$ cat config.mk
export PLATFORM = sky130hd
export DESIGN_NAME = rtsr_top
export DESIGN_NICKNAME = d
export VERILOG_FILES = /design/src/verilog/rtsr_pkg.sv /design/src/verilog/rtsr_spi_slave.sv /design/src/verilog/rtsr_test_regs.sv /design/src/verilog/rtsr_top.sv
export SDC_FILE = /design/constraint.sdc
export NUM_CORES = 1
export LEC_CHECK = 0
export BUFFER_PORTS_ARGS = -buffer_cell sky130_fd_sc_hd__buf_4
export CORE_AREA = 5 5 99 147
export DETAILED_ROUTE_END_ITERATION = 6
export DIE_AREA = 0 0 104 152
export PLACE_DENSITY = 0.62
export SYNTH_ARGS = -nofsm -noshare
export SYNTH_HDL_FRONTEND = slang
export SYNTH_HIERARCHICAL = 1
export SYNTH_SLANG_ARGS = --single-unit
export TNS_END_PERCENT = 20
$ cat constraint.sdc
create_clock -name mclk_in -period 4.9 [get_ports mclk_in]
set_input_delay 0.245 -clock mclk_in [delete_from_list [all_inputs] [get_ports mclk_in]]
set_output_delay 0.245 -clock mclk_in [all_outputs]
set_load 0.03 [all_outputs]
$ cat src/verilog/rtsr_pkg.sv
// constants for the radio test and status register bank
// assumes an 8-bit serial configuration port and a 5-bit radio state code
package rtsr_pkg;

    // ----------------------------------------
    // header byte fields
    // ----------------------------------------
    localparam int HDR_RW_BIT = 7;
    localparam int HDR_BURST_BIT = 6;

    // ----------------------------------------
    // test registers, lost in sleep
    // ----------------------------------------
    localparam logic [5:0] ADDR_SYNTH_TEST = 6'h29;
    localparam logic [5:0] ADDR_PROD_TEST = 6'h2a;
    localparam logic [5:0] ADDR_GAIN_CTRL_TEST = 6'h2b;
    localparam logic [5:0] ADDR_TEST_SETTING_C = 6'h2c;
    localparam logic [5:0] ADDR_TEST_SETTING_B = 6'h2d;
    localparam logic [5:0] ADDR_TEST_SETTING_A = 6'h2e;
    localparam int NUM_TEST_REGS = 6;

    localparam logic [7:0] RST_SYNTH_TEST = 8'h59;
    localparam logic [7:0] RST_PROD_TEST = 8'h7f;
    localparam logic [7:0] RST_GAIN_CTRL_TEST = 8'h3f;
    localparam logic [7:0] RST_TEST_SETTING_C = 8'h88;
    localparam logic [7:0] RST_TEST_SETTING_B = 8'h31;
    localparam logic [7:0] RST_TEST_SETTING_A = 8'h0b;

    // production-test value that exposes the temperature sensor in idle
    localparam logic [7:0] PROD_TEST_TEMP_SENSE = 8'hbf;

    // ----------------------------------------
    // status registers (read with burst bit set)
    // ----------------------------------------
    localparam logic [5:0] ADDR_STATUS_FIRST = 6'h30;
    localparam logic [5:0] ADDR_PART_IDENTIFIER = 6'h30;
    localparam logic [5:0] ADDR_SILICON_REVISION = 6'h31;
    localparam logic [5:0] ADDR_CARRIER_OFFSET = 6'h32;
    localparam logic [5:0] ADDR_LINK_QUALITY_CRC = 6'h33;
    localparam logic [5:0] ADDR_SIGNAL_STRENGTH = 6'h34;
    localparam logic [5:0] ADDR_RADIO_FSM_STATE = 6'h35;

    localparam int CRC_OK_BIT = 7;
    localparam int FSM_STATE_WIDTH = 5;

    // ----------------------------------------
    // radio state codes of interest
    // ----------------------------------------
    localparam logic [4:0] STATE_SLEEP = 5'h00;
    localparam logic [4:0] STATE_IDLE = 5'h01;
    localparam logic [4:0] STATE_OSCILLATOR_OFF = 5'h02;
    localparam logic [4:0] STATE_LAST_CODE = 5'h16;

    // byte returned while the header is shifted in
    localparam logic [7:0] HEADER_REPLY = 8'h00;

    typedef enum logic {PH_HEADER, PH_DATA} rtsr_phase_t;

endpackage : rtsr_pkg

$ cat src/verilog/rtsr_spi_slave.sv
// serial configuration port slave: synchronises pins, frames bytes
// assumes sclk idles low, data sampled on rising edge, sclk <= mclk/8
`timescale 1ns/100ps
module rtsr_spi_slave
    import rtsr_pkg::*;
(
    input wire logic mclk_in,
    input wire logic rst_n_in,
    input wire logic csn_n_in,
    input wire logic sclk_in,
    input wire logic mosi_in,
    input wire logic [7:0] tx_byte_in,
    output logic miso_out,
    output logic miso_oe_out,
    output logic select_start_out,
    output logic byte_done_out,
    output logic [7:0] rx_byte_out
);
    import rtsr_pkg::*;

    // ----------------------------------------
    // pin synchronisers
    // ----------------------------------------
    logic csn_s1_reg, csn_s2_reg, csn_d_reg;
    logic sclk_s1_reg, sclk_s2_reg, sclk_d_reg;
    logic mosi_s1_reg, mosi_s2_reg;

    always_ff @(posedge mclk_in)
    begin
        if (!rst_n_in)
        begin
            csn_s1_reg <= 1'b1;
            csn_s2_reg <= 1'b1;
            csn_d_reg <= 1'b1;
            sclk_s1_reg <= 1'b0;
            sclk_s2_reg <= 1'b0;
            sclk_d_reg <= 1'b0;
            mosi_s1_reg <= 1'b0;
            mosi_s2_reg <= 1'b0;
        end
        else
        begin
            csn_s1_reg <= csn_n_in;
            csn_s2_reg <= csn_s1_reg;
            csn_d_reg <= csn_s2_reg;
            sclk_s1_reg <= sclk_in;
            sclk_s2_reg <= sclk_s1_reg;
            sclk_d_reg <= sclk_s2_reg;
            mosi_s1_reg <= mosi_in;
            mosi_s2_reg <= mosi_s1_reg;
        end
    end

    logic sel_start, sclk_rise, sclk_fall;
    assign sel_start = csn_d_reg & ~csn_s2_reg;
    assign sclk_rise = sclk_s2_reg & ~sclk_d_reg & ~csn_s2_reg;
    assign sclk_fall = ~sclk_s2_reg & sclk_d_reg & ~csn_s2_reg;

    // ----------------------------------------
    // byte framing
    // ----------------------------------------
    logic [6:0] shift_in_reg, shift_in_next;
    logic [2:0] bit_cnt_reg, bit_cnt_next;
    logic [7:0] rx_byte_reg, rx_byte_next;
    logic done_reg, done_next;
    logic [7:0] shift_out_reg, shift_out_next;

    always_comb
    begin
        shift_in_next = shift_in_reg;
        bit_cnt_next = bit_cnt_reg;
        rx_byte_next = rx_byte_reg;
        done_next = 1'b0;
        shift_out_next = shift_out_reg;
        if (sel_start)
        begin
            bit_cnt_next = 3'h0;
            shift_out_next = HEADER_REPLY;
        end
        else if (sclk_rise)
        begin
            shift_in_next = {shift_in_reg[5:0], mosi_s2_reg};
            bit_cnt_next = bit_cnt_reg + 3'h1;
            if (bit_cnt_reg == 3'h7)
            begin
                done_next = 1'b1;
                rx_byte_next = {shift_in_reg, mosi_s2_reg};
            end
        end
        else if (sclk_fall)
        begin
            // count wrapped: a whole byte went by, start the next reply
            if (bit_cnt_reg == 3'h0)
                shift_out_next = tx_byte_in;
            else
                shift_out_next = {shift_out_reg[6:0], 1'b0};
        end
    end

    always_ff @(posedge mclk_in)
    begin
        if (!rst_n_in)
        begin
            shift_in_reg <= 7'h00;
            bit_cnt_reg <= 3'h0;
            rx_byte_reg <= 8'h00;
            done_reg <= 1'b0;
            shift_out_reg <= 8'h00;
        end
        else
        begin
            shift_in_reg <= shift_in_next;
            bit_cnt_reg <= bit_cnt_next;
            rx_byte_reg <= rx_byte_next;
            done_reg <= done_next;
            shift_out_reg <= shift_out_next;
        end
    end

    assign miso_out = shift_out_reg[7];
    assign miso_oe_out = ~csn_s2_reg;
    assign select_start_out = sel_start;
    assign byte_done_out = done_reg;
    assign rx_byte_out = rx_byte_reg;

endmodule : rtsr_spi_slave

$ cat src/verilog/rtsr_test_regs.sv
// the six test and configuration registers that do not survive sleep
// assumes the write strobe already excludes status accesses
`timescale 1ns/100ps
module rtsr_test_regs
    import rtsr_pkg::*;
(
    input wire logic mclk_in,
    input wire logic rst_n_in,
    input wire logic sleep_in,
    input wire logic wr_en_in,
    input wire logic [5:0] wr_addr_in,
    input wire logic [7:0] wr_data_in,
    output logic [7:0] synth_test_reg_out,
    output logic [7:0] production_test_reg_out,
    output logic [7:0] gain_ctrl_test_reg_out,
    output logic [7:0] test_setting_c_out,
    output logic [7:0] test_setting_b_out,
    output logic [7:0] test_setting_a_out
);
    import rtsr_pkg::*;

    localparam logic [7:0] RST_VAL [NUM_TEST_REGS] = '{
        RST_SYNTH_TEST, RST_PROD_TEST, RST_GAIN_CTRL_TEST,
        RST_TEST_SETTING_C, RST_TEST_SETTING_B, RST_TEST_SETTING_A};

    logic [7:0] regs_reg [NUM_TEST_REGS];
    logic [7:0] regs_next [NUM_TEST_REGS];
    logic [5:0] idx;

    assign idx = wr_addr_in - ADDR_SYNTH_TEST;

    always_comb
    begin
        for (int i = 0; i < NUM_TEST_REGS; i++)
        begin
            regs_next[i] = regs_reg[i];
            // contents are gone once the radio sleeps
            if (sleep_in)
                regs_next[i] = RST_VAL[i];
            else if (wr_en_in && idx == 6'(i))
                regs_next[i] = wr_data_in;
        end
    end

    always_ff @(posedge mclk_in)
    begin
        for (int i = 0; i < NUM_TEST_REGS; i++)
        begin
            if (!rst_n_in)
                regs_reg[i] <= RST_VAL[i];
            else
                regs_reg[i] <= regs_next[i];
        end
    end

    assign synth_test_reg_out = regs_reg[0];
    assign production_test_reg_out = regs_reg[1];
    assign gain_ctrl_test_reg_out = regs_reg[2];
    assign test_setting_c_out = regs_reg[3];
    assign test_setting_b_out = regs_reg[4];
    assign test_setting_a_out = regs_reg[5];
endmodule : rtsr_test_regs

$ cat src/verilog/rtsr_top.sv
// test and status register bank of the radio, reached over the serial port
// assumes modem, packet engine and radio state machine on the same clock
//
// How it works
// - the six test registers return to their defaults whenever the radio sleeps.
// - production-test value 0xbf turns the temperature sensor on while idle.
// - the general test registers reset to 0x88, 0x31 and 0x0b and take host values.
// - part number and silicon revision read back from status addresses.
// - the carrier offset estimate reads as an 8-bit two's complement value.
// - with on-off keying the carrier offset estimate reads zero.
// - bit 7 of link quality is the last crc match, cleared on receive entry.
// - bits 6:0 of link quality carry the demodulation-ease estimate.
// - received signal strength reads as an 8-bit status register.
// - the radio state reads in bits 4:0 with bits 7:5 zero.
// - state codes 0 to 12 cover sleep, idle, calibration and settling.
// - state codes 13 to 22 cover receive and transmit phases.
// - a port access while asleep or with oscillator off wakes the radio.
`timescale 1ns/100ps
module rtsr_top
    import rtsr_pkg::*;
#(
    parameter logic [7:0] PART_ID_VALUE = 8'h5a,   // arbitrary
    parameter logic [7:0] REVISION_VALUE = 8'h01   // arbitrary
)
(
    input wire logic mclk_in,
    input wire logic rst_n_in,
    input wire logic csn_n_in,
    input wire logic sclk_in,
    input wire logic mosi_in,
    output logic miso_out,
    output logic miso_oe_out,
    input wire logic [4:0] radio_fsm_state_in,
    input wire logic [7:0] offset_estimate_value_in,
    input wire logic ook_mode_in,
    input wire logic crc_check_done_in,
    input wire logic crc_match_in,
    input wire logic rx_start_in,
    input wire logic [6:0] link_quality_value_in,
    input wire logic [7:0] signal_strength_in,
    output logic wake_request_out,
    output logic temp_sensor_enable_out,
    output logic [7:0] synth_test_reg_out,
    output logic [7:0] production_test_reg_out,
    output logic [7:0] gain_ctrl_test_reg_out,
    output logic [7:0] test_setting_c_out,
    output logic [7:0] test_setting_b_out,
    output logic [7:0] test_setting_a_out
);
    import rtsr_pkg::*;

    // ----------------------------------------
    // serial port and test registers
    // ----------------------------------------
    logic sel_start, byte_done;
    logic [7:0] rx_byte;
    logic [7:0] rd_byte_reg, rd_byte_next;
    logic wr_en;
    logic [5:0] wr_addr;
    logic sleeping;

    rtsr_spi_slave u_spi (
        .mclk_in(mclk_in),
        .rst_n_in(rst_n_in),
        .csn_n_in(csn_n_in),
        .sclk_in(sclk_in),
        .mosi_in(mosi_in),
        .tx_byte_in(rd_byte_reg),
        .miso_out(miso_out),
        .miso_oe_out(miso_oe_out),
        .select_start_out(sel_start),
        .byte_done_out(byte_done),
        .rx_byte_out(rx_byte)
    );

    assign sleeping = (radio_fsm_state_in == STATE_SLEEP);

    rtsr_test_regs u_regs (
        .mclk_in(mclk_in),
        .rst_n_in(rst_n_in),
        .sleep_in(sleeping),
        .wr_en_in(wr_en),
        .wr_addr_in(wr_addr),
        .wr_data_in(rx_byte),
        .synth_test_reg_out(synth_test_reg_out),
        .production_test_reg_out(production_test_reg_out),
        .gain_ctrl_test_reg_out(gain_ctrl_test_reg_out),
        .test_setting_c_out(test_setting_c_out),
        .test_setting_b_out(test_setting_b_out),
        .test_setting_a_out(test_setting_a_out)
    );

    // ----------------------------------------
    // crc match flag
    // ----------------------------------------
    logic crc_ok_reg, crc_ok_next, crc_set;
    assign crc_set = crc_check_done_in & crc_match_in;

    always_comb
    begin
        crc_ok_next = crc_ok_reg;
        // a match in the same cycle as a receive restart is kept
        if (crc_set)
            crc_ok_next = 1'b1;
        else if (rx_start_in)
            crc_ok_next = 1'b0;
    end

    // ----------------------------------------
    // read data mux
    // ----------------------------------------
    function automatic logic [7:0] read_mux(input logic [5:0] addr,
                                            input logic status);
        logic [7:0] val;
        val = 8'h00;
        if (status)
        begin
            unique case (addr)
                ADDR_PART_IDENTIFIER: val = PART_ID_VALUE;
                ADDR_SILICON_REVISION: val = REVISION_VALUE;
                ADDR_CARRIER_OFFSET:
                    val = ook_mode_in ? 8'h00 : offset_estimate_value_in;
                ADDR_LINK_QUALITY_CRC:
                    val = {crc_ok_reg, link_quality_value_in};
                ADDR_SIGNAL_STRENGTH: val = signal_strength_in;
                ADDR_RADIO_FSM_STATE:
                    val = {3'h0, radio_fsm_state_in};
                default: val = 8'h00;
            endcase
        end
        else
        begin
            unique case (addr)
                ADDR_SYNTH_TEST: val = synth_test_reg_out;
                ADDR_PROD_TEST: val = production_test_reg_out;
                ADDR_GAIN_CTRL_TEST: val = gain_ctrl_test_reg_out;
                ADDR_TEST_SETTING_C: val = test_setting_c_out;
                ADDR_TEST_SETTING_B: val = test_setting_b_out;
                ADDR_TEST_SETTING_A: val = test_setting_a_out;
                default: val = 8'h00;
            endcase
        end
        return val;
    endfunction : read_mux

    // ----------------------------------------
    // access sequencing
    // ----------------------------------------
    rtsr_phase_t phase_reg, phase_next;
    logic [5:0] addr_reg, addr_next;
    logic write_reg, write_next;
    logic burst_reg, burst_next;
    logic status_reg, status_next;
    logic hdr_status;
    logic wake_reg, wake_next;
    logic temp_reg, temp_next;

    // status space needs both read and burst bits
    assign hdr_status = rx_byte[HDR_RW_BIT] & rx_byte[HDR_BURST_BIT]
        & (rx_byte[5:0] >= ADDR_STATUS_FIRST);

    always_comb
    begin
        phase_next = phase_reg;
        addr_next = addr_reg;
        write_next = write_reg;
        burst_next = burst_reg;
        status_next = status_reg;
        rd_byte_next = rd_byte_reg;
        wr_en = 1'b0;
        wr_addr = addr_reg;
        if (sel_start)
            phase_next = PH_HEADER;
        else if (byte_done)
        begin
            unique case (phase_reg)
                PH_HEADER:
                begin
                    addr_next = rx_byte[5:0];
                    write_next = ~rx_byte[HDR_RW_BIT];
                    burst_next = rx_byte[HDR_BURST_BIT] & ~hdr_status;
                    status_next = hdr_status;
                    rd_byte_next = read_mux(rx_byte[5:0], hdr_status);
                    phase_next = PH_DATA;
                end
                PH_DATA:
                begin
                    // status and command space is never written here
                    wr_en = write_reg & ~status_reg
                        & (addr_reg < ADDR_STATUS_FIRST);
                    if (burst_reg)
                    begin
                        addr_next = addr_reg + 6'h01;
                        rd_byte_next = read_mux(addr_next, 1'b0);
                    end
                    else
                        phase_next = PH_HEADER;
                end
            endcase
        end
    end

    always_comb
    begin
        // any access while the oscillator is down restarts it
        wake_next = sel_start && (sleeping
            || radio_fsm_state_in == STATE_OSCILLATOR_OFF);
        temp_next = (production_test_reg_out == PROD_TEST_TEMP_SENSE)
            && (radio_fsm_state_in == STATE_IDLE);
    end

    always_ff @(posedge mclk_in)
    begin
        if (!rst_n_in)
        begin
            phase_reg <= PH_HEADER;
            addr_reg <= 6'h00;
            write_reg <= 1'b0;
            burst_reg <= 1'b0;
            status_reg <= 1'b0;
            rd_byte_reg <= 8'h00;
            crc_ok_reg <= 1'b0;
            wake_reg <= 1'b0;
            temp_reg <= 1'b0;
        end
        else
        begin
            phase_reg <= phase_next;
            addr_reg <= addr_next;
            write_reg <= write_next;
            burst_reg <= burst_next;
            status_reg <= status_next;
            rd_byte_reg <= rd_byte_next;
            crc_ok_reg <= crc_ok_next;
            wake_reg <= wake_next;
            temp_reg <= temp_next;
        end
    end

    assign wake_request_out = wake_reg;
    assign temp_sensor_enable_out = temp_reg;
endmodule : rtsr_top

== After elaboration in Yosys (flattened, before gate mapping) ==
Memory sizes are Yosys's and may differ from the RTL's.
Index checks and enable logic that the tools add are counted.

* Register bits: 56
* Memory bits (writable): 48
* Input bits: 37
* Output and inout port bits: 52
* Logic and storage cells: 141
* Memories kept: 1

{| class="wikitable"
|+ Memories
! memory !! depth !! bits a word !! read ports !! clocked after memory_dff !! write ports !! line !! RTL
|-
| u_regs.regs_reg || 6 || 8 || 6 || 0 || 6 || rtsr_test_regs.sv:26 || <nowiki>logic [7:0] regs_reg [NUM_TEST_REGS];</nowiki>
|}

* Add/subtract/negate cells: 3
* $lt $le $gt $ge: 2
* Equal/unequal tests: 28
* Muxes and demuxes: 38
* Bitwise operators: 27
* Reduce and logical (&&, ||, !) cells: 20

{| class="wikitable"
|+ Operators with widths
! operator !! count
|-
| two-way mux 8 bit || 22
|-
| case mux 8 bit (6 select lines) || 3
|-
| equality test 6 bit (second input constant) || 18
|-
| case mux 8 bit (2 select lines) || 1
|-
| equality test 6 x 2 -> 1 bit (second input constant) || 2
|-
| equality test 6 x 3 -> 1 bit (second input constant) || 2
|-
| case mux 6 bit (2 select lines) || 1
|-
| AND 1 bit || 11
|-
| inverter 1 bit || 10
|-
| two-way mux 1 bit || 9
|-
| AND reduction 3 bit || 3
|-
| equality test 8 bit (second input constant) || 1
|-
| logical AND 1 bit || 8
|-
| adder 6 x 1 -> 6 bit (second input constant) || 1
|-
| equality test 6 x 1 -> 1 bit (second input constant) || 1
|-
| greater-or-equal comparator 6 bit (second input constant) || 1
|-
| zero test 6 bit || 1
|-
| < comparator 6 bit (second input constant) || 1
|-
| two-way mux 6 bit || 1
|-
| bitwise OR 1 bit || 6
|-
| subtractor 6 bit (second input constant) || 1
|-
| equality test 5 x 1 -> 1 bit (second input constant) || 1
|-
| equality test 5 x 2 -> 1 bit (second input constant) || 1
|-
| zero test 5 bit || 1
|-
| other kinds (10) || 11
|}

== Depth between registers and ports, before layout ==
Gate-level depths: netlist of the first run.

* Depth in word-level cells: 10
* Mapped depth: 9
* Gate-level depth less buffers: 8

== By module ==
Netlist of the first run, hierarchy kept.

{| class="wikitable"
|+ By module, submodules not included
! module !! times used !! cells an instance !! area each (um^2) !! sequential area each (um^2)
|-
| rtsr_top || 1 || 329 || 2519.9 || 420.4
|-
| rtsr_test_regs || 1 || 186 || 1860.5 || 960.9
|-
| rtsr_spi_slave || 1 || 133 || 1383.8 || 700.7
|}

== Worst setup path after synthesis of the first run ==
OpenSTA, ideal clock, no wires.

* Kind: flip-flop to flip-flop
* Start: register phase_reg
* End: memory u_regs.regs_reg[0][0]
* Setup time: 0.129 ns
* Arrival time: 2.096 ns
* Required time: 4.771 ns
* Path slack: 2.675 ns
* Cell stages (with the launch flop): 8
* Path buffers: 2
* Period minus slack after synthesis: 2.225 ns
* Cell sequence: dfxtp_1 buf_1 nand3_1 nor4b_1 nand4b_4 or4b_1 buf_6 mux2i_1

{| class="wikitable"
|+ RTL lines
! element !! line !! RTL
|-
| start: declaration || rtsr_top.sv:149 || <nowiki>rtsr_phase_t phase_reg, phase_next;</nowiki>
|-
| start signal: assignment || rtsr_top.sv:228 || <nowiki>phase_reg <= phase_next;</nowiki>
|-
| end: declaration || rtsr_test_regs.sv:26 ||
|}

== Final worst setup path of the first run ==
* Start: register addr_reg[0]
* End: register rd_byte_reg[6]

* Longest elaborated chain between the ends: 5
* Elaborated cells on any way between the ends: 10
* Classes of those cells: add/sub (1); eq/ne (6); mux (3)

{| class="wikitable"
|+ Ends and longest elaborated chain
! element !! line !! RTL
|-
| start: declaration || rtsr_top.sv:150 || <nowiki>logic [5:0] addr_reg, addr_next;</nowiki>
|-
| start signal: assignment || rtsr_top.sv:229 || <nowiki>addr_reg <= addr_next;</nowiki>
|-
| adder 6 x 1 -> 6 bit (*) || rtsr_top.sv:193 || <nowiki>addr_next = addr_reg + 6'h01;</nowiki>
|-
| equality test 6 bit || rtsr_top.sv:133 || <nowiki>unique case (addr)</nowiki>
|-
| case mux 8 bit (6 select lines) (*) || rtsr_top.sv:133 ||
|-
| two-way mux 8 bit (*) || rtsr_top.sv:191 || <nowiki>if (burst_reg)</nowiki>
|-
| case mux 8 bit (2 select lines) (*) || rtsr_top.sv:176 || <nowiki>unique case (phase_reg)</nowiki>
|-
| end signal: assignment || rtsr_top.sv:233 || <nowiki>rd_byte_reg <= rd_byte_next;</nowiki>
|-
| end: declaration || rtsr_top.sv:57 || <nowiki>logic [7:0] rd_byte_reg, rd_byte_next;</nowiki>
|}

Mark *: on every way between the ends. The rest lies on a longest branch, timed or not. The select of a mux whose other input is x is not followed.
A chain may end at the register's enable or synchronous reset.

==> results.txt, run 1 <==
The clock period minus worst slack came out at 2910 ps. The first-iteration detailed-routing DRC count came out at 368. The floorplan has 52 rows.

The combinational power share is 3.8%. The area share of fa/ha/maj cells after synthesis is 1.74%. The congestion estimate from routability-driven global placement came to 0.950. Of the cells placed in the final design, the portion with a size suffix greater than 1 is 19.7%. The static power due to leakage came out at 0.00260 uW. The overall routed net length came out at 18,300 um. The wire length per cell came out at 21.1 um.

TritonCTS built the clock tree. The run finished with clean final reports. The gate family responsible for the most delay along the worst path is simple AND/OR/NAND/NOR gates. The number of gates resized after CTS was 0.

Net switching is 22.3% of the power. The path category of the worst min-delay check is in2reg. After synthesis, the share of flip-flops with an asynchronous set or reset is 0%. Timing would allow up to 344 MHz.

The mean post-synth cell area came out at 8.90 um2. The cell count after synthesis came out at 648. The number of port buffers came out at 88. The number of setup violations in the final report came out at 0. The cts-stage hold buffer count is 0. When the netlist entered floorplanning its net count stood at 693. Summed over all instances, the cell type with the most area after synthesis is sky130_fd_sc_hd__dfxtp_1.

The global-route wire length before repair is 28,600 um. The synthesized netlist devotes 21.7% of its cell area to simple gates. The floorplan die width is 104 um.

The I/O pin count came out at 89. The power per unit of standard cell area is 248 mW/mm2. The clock reaches the later pin of the worst-skew pair after 340 ps. The count of H-tree levels built during CTS is 3. The post-synthesis xor/xnor area fraction is 0.152%. The number of clock sinks is 104. In the final design database the tool counted 747 nets.

The via count of the first global-routing pass is 5,146. The register with the most flip-flops in the layout has 48 of them. The worst setup path is captured at a flop. The number of remaining DRC errors is 0. Ranked by total cell area, the synthesized netlist is headed by sky130_fd_sc_hd__dfxtp_1, sky130_fd_sc_hd__mux2i_1, sky130_fd_sc_hd__nand2_1, sky130_fd_sc_hd__nor2_1, sky130_fd_sc_hd__a211oi_1. Cell internal power was estimated by the tool at 1290 uW. The post-CTS repair timing setup buffer count is 0.

The clock network burns 45.1% of the power. The max-slew violation total from the final report is 0. The standard cell area after detailed placement is 0.00639 mm2. The sequential element share of the synthesized area is 36.1%. In this run the power spent charging and discharging nets is 372 uW. Traced cell by cell, the critical path runs through ha_1, nand3_2, nor3_1, a311oi_4, nor3_2, a311oi_1, a211oi_1. The compound-gate portion of the synthesized area is 17.5%. Entering global routing, the biggest net connects 61 pins. The number of fill cells is 1,301. The number of hold-slack violations in the final timing report is 0. The vertical die dimension came out at 152 um. The number of different library cells used by synthesis comes to 72. STA classifies the critical path startpoint as a flop.

Setup repair after global routing left no endpoint under its margin. The relative max-transition margin came out at 18.5%. For the pin with the worst max-slew slack, the measured transition is 1220 ps. For this configuration, the core starts out at a cell density of 43.4%. The final core utilization is 50.5%. The finished layout cell area is 0.00670 mm2. The setup total negative slack came out at 0 ps. The data required time of the critical path came out at 5160 ps. Yosys printed 6 warnings.

Yosys instantiated no cell more often than sky130_fd_sc_hd__dfxtp_1. The core footprint came out at 0.0133 mm2. Of the post-synthesis cell area, the part taken by muxes is 17.0%. The commonest cells after synthesis are sky130_fd_sc_hd__dfxtp_1, sky130_fd_sc_hd__mux2i_1, sky130_fd_sc_hd__nand2_1, sky130_fd_sc_hd__nor2_1, sky130_fd_sc_hd__a21oi_1. The critical path is of the reg2reg type.

The power share of the sequential group came out at 51.1%. On the critical path, the stage with the largest delay is an instance of sky130_fd_sc_hd__ha_1. Clock tree synthesis selected as its root buffer the cell sky130_fd_sc_hd__clkbuf_16. The routed layout has 5,241 vias. The most used flip-flop cell after synthesis is sky130_fd_sc_hd__dfxtp_1. The synthesis-stage register bit count is 104. The number of buffers on the longest clock path is 2. The residual antenna-violating net count after detailed routing came out at 0. The clock-pin slew on the worst setup and hold paths is 80 ps. Along the worst path, the maximum fanout reaches 27.

The synthesis-to-layout area growth is 16.3%. The detailed-route vias per instance came out at 6.03. The die covers 0.0158 mm2. The fraction of synthesized cell area taken by the top area cell type came out at 36.1%.

The count of buffering cells on the critical path with inverters included is 0. The number of iterations in the first detailed-routing pass came out at 6. The number of max-capacitance violations reported came out at 0. The largest family of logic cells by synthesized area is simple AND/OR/NAND/NOR gates.

The antenna diode count is 0. The post-route fraction of the period consumed by the critical path came out at 59.3%. The maximum vdd drop is 0.000207 V. The post-detailed-placement half-perimeter wirelength came out at 13,700 um. The residual overflow from global routing came out at 0. The mapped cell area is 0.00576 mm2. The all-layer global routing usage is 22.5%. Across the routed clock network, the largest skew measured is 11.0 ps. In this design, the stage delay of the slowest critical-path cell is 890 ps.

The number of enable-type register cells in the synthesized netlist came out at 0. The arrival time reported for the critical path endpoint came out at 3170 ps. TritonCTS created 9 clock buffers. The number of antenna violations at the first check in global routing is 0.
-- routing by layer --
layer / track usage, % / part of all wire, % / up-vias
met5: 0 / 0 / -
met4: 10.1 / 4.0 / 0
met3: 3.31 / 5.9 / 43
met2: 39.3 / 51 / 229
met1: 27.0 / 39 / 2489
li1: - / - / 2480
-- placed cells by master, fill, tap and decap left out, drive strengths merged, types with 10 or more instances in the layout --
master and count:
a211oi 19, a21oi 27, a222oi 10, and2 12, buf 93, clkbuf 10
dfxtp 104, inv 15, mux2 11, mux2i 85, nand2 78, nand3 11
nor2 59, nor2b 17, nor3 16, o21ai 18
-- final timing paths --
path	startpoint	end	slack [ps]	depth (start not counted)
worst max register to register	addr_reg[0]$_SDFFE_PN0P_	rd_byte_reg[6]$_SDFFE_PN0P_	1990	7
worst min register to register	u_spi/csn_s1_reg$_SDFF_PN1_	u_spi/csn_s2_reg$_SDFF_PN1_	420	1
worst min-delay path	radio_fsm_state_in[1]	temp_sensor_enable_out$_SDFF_PN0_	70	2
worst max-delay path	addr_reg[0]$_SDFFE_PN0P_	rd_byte_reg[6]$_SDFFE_PN0P_	1990	7
-- power groups by stage --
stage               logic, uW  clock network, uW  registers (uW)
floorplan                27.1                  0             870
global placement         62.1                  0             870
global route             68.1                802             851
CTS                      62.8                762             851
detailed placement       62.6                  0             870
finish                   62.8                752             851
-- logic make-up after synthesis --
| family | Yosys count |
|---|---|
| mux | 96 |
| fa+ha+maj | 8 |
| flops | 104 |
| simple gates | 239 |
| compound gates | 137 |
| xor+xnor | 1 |
| buf+inv | 63 |
-- per-stage QoR --
stage	total power (uW)	hold slack [ps]	setup slack [ps]	instances
after floorplan	897	318	2680	648
after global placement	932	399	2200	853
after detailed placement	933	409	2050	853
after CTS	1670	63.6	2030	869
after global routing	1720	85.7	1770	869
final	1670	73.2	1990	869
-- cell type report --
cell class / instances / area [um2] / share of cell area (%)
multi-input cells: 481 / 3360 / 50.1
flip-flops and latches: 104 / 2080 / 31.1
repair buffers: 93 / 698 / 10.4
clock buffers: 10 / 239 / 3.57
well taps: 162 / 203 / 3.02
clock inverters: 6 / 75.1 / 1.12
inverters: 13 / 48.8 / 0.728
Note: power is estimated with default switching activity, not from simulation.
==> inputs of run 2 (changes only) <==
--- a/config.mk
+++ b/config.mk
@@ -5,11 +5,12 @@
 export SDC_FILE = /design/constraint.sdc
 export NUM_CORES = 1
 export LEC_CHECK = 0
+export ABC_AREA = 1
 export BUFFER_PORTS_ARGS = -buffer_cell sky130_fd_sc_hd__buf_4
-export CORE_AREA = 5 5 99 147
+export CORE_AREA = 5 5 100 149
 export DETAILED_ROUTE_END_ITERATION = 6
-export DIE_AREA = 0 0 104 152
-export PLACE_DENSITY = 0.62
+export DIE_AREA = 0 0 105 154
+export PLACE_DENSITY = 0.64
 export SYNTH_ARGS = -nofsm -noshare
 export SYNTH_HDL_FRONTEND = slang
 export SYNTH_HIERARCHICAL = 1
==> constraint.sdc (replaced) <==
create_clock -name mclk_in -period 2.4 [get_ports mclk_in]
set_input_delay 0.12 -clock mclk_in [delete_from_list [all_inputs] [get_ports mclk_in]]
set_output_delay 0.12 -clock mclk_in [all_outputs]
set_load 0.03 [all_outputs]
==> run 2 against run 1 <==
Effect of this change:
- non-clock buffer count is 32 higher
- routed wire length is 12% higher
- largest cell class unchanged
- register-to-register slack worse by 1800 ps
- hold slack worse by 64 ps
- critical endpoint is now rd_byte_reg[4]$_SDFFE_PN0P_
- utilization is 3.8 points higher
==> results.txt, run 2 <==
The region available for standard cell placement spans 0.0134 mm2. The peak-usage layer in the global routing report is met2. The total power after layout is 3450 uW. The flip-flop count of the largest register after layout is 48.

Along the worst hold path, the cell count comes to 4. The data required time of the critical path is 2690 ps. In this design, the critical path's most frequently occurring cell is sky130_fd_sc_hd__nand2_1. The largest individual stage delay along the critical path comes from the cell sky130_fd_sc_hd__dfxtp_1. The static power due to leakage came out at 0.00330 uW. The number of distinct library cells after synthesis came out at 40.

The first-iteration detailed-routing DRC count is 407. The post-route fraction of the period consumed by the critical path came out at 90.1%. The most frequent cell after synthesis is sky130_fd_sc_hd__nand2_1. The all-layer global routing usage is 25.1%. Dividing the detail-routed via count by the number of cells gives 5.32. The number of enable-type register cells in the synthesized netlist came out at 0. Detailed placement finished with a half-perimeter wire length of 16,000 um. The slack of the critical path came out at 237 ps.

The clock tree from TritonCTS is yes. The count of H-tree levels built during CTS is 3. Counting the fill cells in the layout gives 1,431. The total via count after detailed routing came out at 6,297.

The floorplan die width came out at 105 um. The path class of the tightest hold or removal check is in2reg. The number of hold-slack violations in the final timing report came to 0. The number of placement rows came out at 52. Clock tree synthesis selected as its root buffer the cell sky130_fd_sc_hd__clkbuf_16. Setup repair after global routing left no endpoint under its margin.

The worst pin sits at a relative slew slack of 25.6%. The most used flip-flop cell after synthesis is sky130_fd_sc_hd__dfxtp_1. The number of clock sinks is 104. The cell count after synthesis came out at 907. STA classifies the critical path endpoint as a flop.

The mapped cell area came out at 0.00595 mm2. The residual overflow from global routing is 0. The top cell type by area accounts for 35.0% of the synthesized area.

The sequential element share of the synthesized area came out at 35.0%. The net count after synthesis is 952. At the placement stage, the worst setup path has a slack of 122 ps. The vertical die dimension came out at 154 um.

The number of cell instances on the worst register-to-register path is 11. The initial core utilization came out at 44.4%. After clock tree synthesis, the clock-pin slew on the worst setup and hold paths is 70 ps. The power per unit of standard cell area came out at 474 mW/mm2. After synthesis, the mean cell area works out to 6.56 um2.

The later pin in the worst-skew pair is clocked with a latency of 350 ps. The worst hold slack came out at 9.15 ps. The pre-antenna-repair detailed-routing pass consisted of 5 iterations. The floorplan step defined a die boundary enclosing 0.0162 mm2. The wire length per cell came out at 17.4 um.

The signal on the critical path passes through nand2_1, o21bai_4, nand2_4, nor2_8, buf_4, nand3_1, nand2_1, nor2_1, nand2_1, nand2_1, a21oi_2. The I/O pin count is 89. The global routing usage on met1 came out at 29.0%. In the layout the commonest cells are sky130_fd_sc_hd__nand2_1, sky130_fd_sc_hd__nand3_1, sky130_fd_sc_hd__buf_4.

The number of setup violations in the final report came out at 0. The overall routed net length is 20,600 um. The largest area contributor in the netlist is sky130_fd_sc_hd__dfxtp_1. The number of antenna violations at the first check in global routing came to 0. STA classifies the critical path startpoint as a flop.

The slew at the pin with the worst max-slew slack came out at 1110 ps. For met3 alone, demand over resource in global routing was 3.73%. For this run, design rule violations remaining after detail routing come to 0. 0 antenna diodes ended up in the layout. The number of port buffers came out at 88. The worst setup path is of the reg2reg kind. The via count of the first global-routing pass is 6,029. The global-route wire length before repair is 32,400 um. The pin count of the biggest net entering global routing came out at 49. VDD sags by at most 0.000293 V. The number of buffers inserted during clock tree synthesis came out at 9. The standard cell area after detailed placement is 0.00688 mm2. Compared with the post-synthesis result, the final layout area differs by 22.3%.

The critical path's largest stage delay came out at 610 ps. Across the routed clock network, the largest skew measured is 8.20 ps. The finished layout cell area came out at 0.00728 mm2. By area the synthesized netlist is led by sky130_fd_sc_hd__dfxtp_1, sky130_fd_sc_hd__nand2_1, sky130_fd_sc_hd__nand3_1, sky130_fd_sc_hd__nor2_1, sky130_fd_sc_hd__inv_1. The arrival time reported for the critical path endpoint came out at 2450 ps. The commonest cells after synthesis are sky130_fd_sc_hd__nand2_1, sky130_fd_sc_hd__nand3_1, sky130_fd_sc_hd__nor2_1, sky130_fd_sc_hd__dfxtp_1, sky130_fd_sc_hd__inv_1.

At the end of routability-driven placement, the weighted congestion stood at 0.985. The net count of the finished layout is 1,063. The number of max-capacitance violations reported is 0. The maximum fanout count along the critical path came out at 13.

The number of buffers on the longest clock path came out at 2. The met2 track demand over resource is 42.6%. Counting flops with an async set or reset pin after synthesis yields a share of 0%.

The maximum achievable frequency is 462 MHz. Adding up every negative setup slack in the final design gives 0 ps. The flow ran to the end, and the final reports show no timing, DRC or antenna violations. The max-slew violation total from the final report came out at 0. The residual antenna-violating net count after detailed routing is 0. Cells with a size suffix above 1 make up 19.5% of the layout. The number of synthesis warnings came out at 6. The clock period could shrink to 2160 ps.

The synthesis-stage register bit count came out at 104. Leaving out fill and tap cells, the most frequent cell in the layout is sky130_fd_sc_hd__nand2_1.
run 2: cell types whose count changed after synthesis, sizes merged, moves of 14 or more:
cell and change:
o21ai +21, nand4 +15, nand2 +187, nor2 +79
a211oi -18, mux2i -85, inv +78, buf -14
nand3 +140, nor2b -17
run 2: area by class of cell:
class / instances / area (um2) / share of cell area, %
clock buffer: 10 / 229 / 3.15
clock inverter: 5 / 81.3 / 1.12
inverter: 92 / 345 / 4.74
multi-input combinational: 686 / 3380 / 46.4
sequential: 104 / 2080 / 28.6
tap: 162 / 203 / 2.78
timing repair buffer: 125 / 961 / 13.2
run 2: metal layers:
layer	share of wire, %	routed length, um
met1	40	8190
met5	0	0
met4	6.9	1430
met3	5.5	1130
met2	48	9840
run 2: worst max-delay path, delay by kind of cell (launching register included):
kind / cells / cell delay, ps
compound gates: 2 / 370
simple gates: 8 / 910
buf+inv: 1 / 200
flops: 1 / 610
run 2: report_power, final:
group          switching, uW  internal [uW]
Sequential              6.26           1730
Combinational           68.0           58.1
Clock                    676            912
run 2: worst paths after layout:
| path | startpoint | endpoint | slack, ps |
|---|---|---|---|
| worst max-delay path | addr_reg[3]$_SDFFE_PN0P_ | rd_byte_reg[4]$_SDFFE_PN0P_ | 240 |
| worst min-delay path | rx_start_in | crc_ok_reg$_SDFFE_PN0P_ | 9 |
| worst max register to register | addr_reg[3]$_SDFFE_PN0P_ | rd_byte_reg[4]$_SDFFE_PN0P_ | 240 |
| worst min register to register | u_spi/mosi_s1_reg$_SDFF_PN0_ | u_spi/mosi_s2_reg$_SDFF_PN0_ | 420 |
run 2: kinds of logic (layout without fill, tap and decap cells):
logic type / after synthesis / in the layout / share of synthesized area, %
AO/OA/AOI/OAI: 85 / 85 / 8.37
flip-flops: 104 / 104 / 35.0
AND/OR/NAND/NOR: 593 / 593 / 46.3
adder cells (fa/ha/maj): 8 / 8 / 1.68
buffers and inverters: 117 / 232 / 8.62
run 2: through the flow:
| step | instances | util, % |
|---|---|---|
| final | 1184 | 54.3 |
| after global routing | 1184 | 54.3 |
| after CTS | 1180 | 54.0 |
| after detailed placement | 1161 | 51.4 |
| after global placement | 1161 | 51.4 |
| after floorplan | 907 | - |
run 2: repair_timing:
| item | in CTS | in global routing |
|---|---|---|
| endpoints found under the setup margin | 0 | 31 |
| setup buffers | 0 | 4 |
| gates resized for setup | 0 | 4 |
| endpoints found under the hold margin | 4 | 0 |
| hold buffers | 4 | 0 |
==> inputs of run 3 (changes only) <==
--- a/config.mk
+++ b/config.mk
@@ -11,6 +11,7 @@
 export DETAILED_ROUTE_END_ITERATION = 6
 export DIE_AREA = 0 0 105 154
 export PLACE_DENSITY = 0.64
+export RECOVER_POWER = 25
 export SYNTH_ARGS = -nofsm -noshare
 export SYNTH_HDL_FRONTEND = slang
 export SYNTH_HIERARCHICAL = 1
==> run 3 against run 2 <==
Effect of this change:
- power about the same
- clock-buffer cell count is the same
- die area unchanged
- clock skew increased by 0.57 ps
- maximum frequency decreased by 0.22%
- global-route usage stayed put
- final cell count is the same
- worst setup slack got worse by 4.8 ps
- critical path depth grew 1
- utilization decreased by 0.90 points
- non-clock buffer count did not move
- hold slack is essentially flat
- critical endpoint is now rd_byte_reg[1]$_SDFFE_PN0P_
- largest power group unchanged
- highest routed layer unchanged
==> results.txt, run 3 (same netlist as run 2, synthesis figures left out) <==
The clock-pin slew on the worst setup and hold paths came out at 70 ps. The first-iteration detailed-routing DRC count came out at 372. The first global-routing pass estimated 32,400 um of wire.

In this run the static leakage power is 0.00318 uW. The number of hold-slack violations in the final timing report is 0. The data required time of the critical path is 2640 ps.

The number of buffers on the longest clock path is 2. The worst setup path is captured at a flop. The repair_antennas step left the layout with diodes totalling 0. For the worst flop-to-flop path, the logic depth is 12.

Detailed routing placed a total of 9820 um of wire on met2. The max-slew violation total from the final report came out at 0. Among the stages of the critical path, the cell type that occurs most often is sky130_fd_sc_hd__nand2_1. The worst reg2reg path endpoint is rd_byte_reg[1]$_SDFFE_PN0P_.

The largest single stage delay on the critical path is 610 ps. The number of logic stages on the critical path including buffering came out at 12. The via count of the first global-routing pass came out at 6,029.

The post-route fraction of the period consumed by the critical path came out at 90.3%. The number of antenna violations at the first check in global routing is 0. The worst register-to-register path begins at addr_reg[3]$_SDFFE_PN0P_.

The fraction of layout instances using a drive strength above 1 came out at 16.3%. The maximum achievable frequency is 461 MHz. The path category of the worst min-delay check is in2reg. The run finished with clean final reports. The pin count of the biggest net entering global routing came out at 49.

Global routing finished with a remaining overflow of 0. Measured against its own limit, the worst slew margin works out to 25.2%. The leading cell type in the layout, fill and taps excluded is sky130_fd_sc_hd__nand2_1.

The routed design has 20,700 um of wire. The number of placement rows came out at 52. In the routed design, unresolved DRC markers number 0. The I/O pin count came out at 89. The library cells used most frequently in the layout, excluding fill and tap cells, are sky130_fd_sc_hd__nand2_1, sky130_fd_sc_hd__nand3_1, sky130_fd_sc_hd__nor2_1. STA puts the critical path data arrival time at 2410 ps.

Across the run, the number of max-cap violations was 0. The full die area came out at 0.0162 mm2. The vertical die dimension came out at 154 um. The residual antenna-violating net count after detailed routing came out at 0. The setup total negative slack came out at 0 ps. The initial core utilization came out at 44.4%.

The flip-flop count of the largest register after layout came out at 48. The startpoint of the tightest hold check path is rx_start_in. Before antenna repair, the detailed router went through 5 iterations. TritonCTS created 9 clock buffers. The global placement routability congestion came out at 0.985. Global routing used 25.1% of the available tracks across all layers. The critical path is of the reg2reg type.

Across all layers, the routed design uses 6,318 vias. The number of port buffers is 88. In this run the worst path has a maximum fanout of 13. The H-tree generated during clock tree synthesis spans 3 levels. Signal routing reaches up to met4. The nature of the critical path startpoint is a flop. Setup repair after global routing left no endpoint under its margin. Clock tree synthesis selected as its root buffer the cell sky130_fd_sc_hd__clkbuf_16. The number of placed instances, taps included, is 1,161. On the critical path the largest part of the delay comes from simple AND/OR/NAND/NOR gates. The post-detailed-placement half-perimeter wirelength is 16,000 um. TritonCTS built the clock tree.

The highest-delay cell along the critical path is sky130_fd_sc_hd__dfxtp_1. The worst path needs 2170 ps of the cycle, external delays included. The wire length per cell came out at 17.5 um. The maximum vdd drop is 0.000293 V. After detailed routing, the wire length on met1 is 8200 um. The post-route clock skew is 8.77 ps. The clock reaches the later pin of the worst-skew pair after 360 ps. The finished layout holds 1,184 standard cells, fillers aside. Walking the worst path, the cells encountered are nand2_1, inv_1, nand3_1, nand2_4, nor2_8, buf_4, nand3_1, nand2_1, nor2_1, nand2_1, nand2_1, a21oi_2. The detailed-route vias per instance is 5.34. The most critical setup path has its endpoint at rd_byte_reg[1]$_SDFFE_PN0P_. Setup violations remaining at the end of the flow were counted as 0. The core footprint came out at 0.0134 mm2. The clock net in this run drives a total of 104 sinks. The synthesis-to-layout area growth is 20.3%.

The net count of the finished layout is 1,063. The worst setup path startpoint is addr_reg[3]$_SDFFE_PN0P_. The detailed-routed wire length on met3 came out at 1200 um. The slew at the pin with the worst max-slew slack came out at 1120 ps.

The power per unit of standard cell area came out at 483 mW/mm2. The reg2reg setup slack came out at 230 ps. The count of buffering cells on the critical path with inverters included came out at 2.

The floorplan die width came out at 105 um.
run 3: changes by cell type in the layout (fill, tap and decap cells not counted), sizes merged:
cell,before,now
clkbuf,10,45
buf,121,86
run 3: how the worst min path moves through the flow:
stage | end | slack, ps | cells past startpoint
after floorplan | temp_sensor_enable_out$_SDFF_PN0_ | 200 | 1
after detailed placement | u_spi/mosi_s1_reg$_SDFF_PN0_ | 310 | 3
after global routing | crc_ok_reg$_SDFFE_PN0P_ | 50 | 4
final | crc_ok_reg$_SDFFE_PN0P_ | 9 | 4
after CTS | crc_ok_reg$_SDFFE_PN0P_ | 3 | 4
after global placement | u_spi/sclk_s1_reg$_SDFF_PN0_ | 300 | 3
run 3: power by group:
part / internal, uW / switching, uW
sequential: 1730 / 6.21
clock: 912 / 680
combinational: 55.7 / 68.1
run 3: cell type report:
| cell class | instances | area, um2 |
|---|---|---|
| Fill cell | 1457 | 6240 |
| Multi-Input combinational cell | 686 | 3380 |
| Sequential cell | 104 | 2080 |
| Timing Repair Buffer | 125 | 841 |
| Inverter | 92 | 345 |
| Clock buffer | 10 | 229 |
| Tap cell | 162 | 203 |
| Clock inverter | 5 | 81.3 |
run 3: repair_timing:
action,CTS,global route
hold buffers,4,0
gates resized for setup,0,4
endpoints found under the hold margin,4,0
setup buffers,0,4
setup endpoints to repair,0,31
run 3: tightest hold or removal path: stages:
cell	delay, ps
sky130_fd_sc_hd__buf_4	70
sky130_fd_sc_hd__inv_1	30
sky130_fd_sc_hd__nand2_1	40
sky130_fd_sc_hd__a21oi_1	50
run 3: per-layer routing:
| metal | vias up | GRT usage [%] |
|---|---|---|
| met3 | 65 | 3.73 |
| met5 | - | 0 |
| li1 | 3160 | - |
| met1 | 2866 | 29.0 |
| met4 | 0 | 16.5 |
| met2 | 227 | 42.6 |
run 3: through the flow:
stage	instance area (um2)	hold WS (ps)	util [%]	setup slack, ps	power [uW]
6_report	7160	8.83	53.4	232	3450
3_5_place_dp	6880	307	51.4	122	1900
2_1_floorplan	5950	196	-	257	1830
3_3_place_gp	6880	300	51.4	164	1900
4_1_cts	7230	3.41	54.0	101	3480
5_1_grt	7160	53.6	53.4	33.9	3560
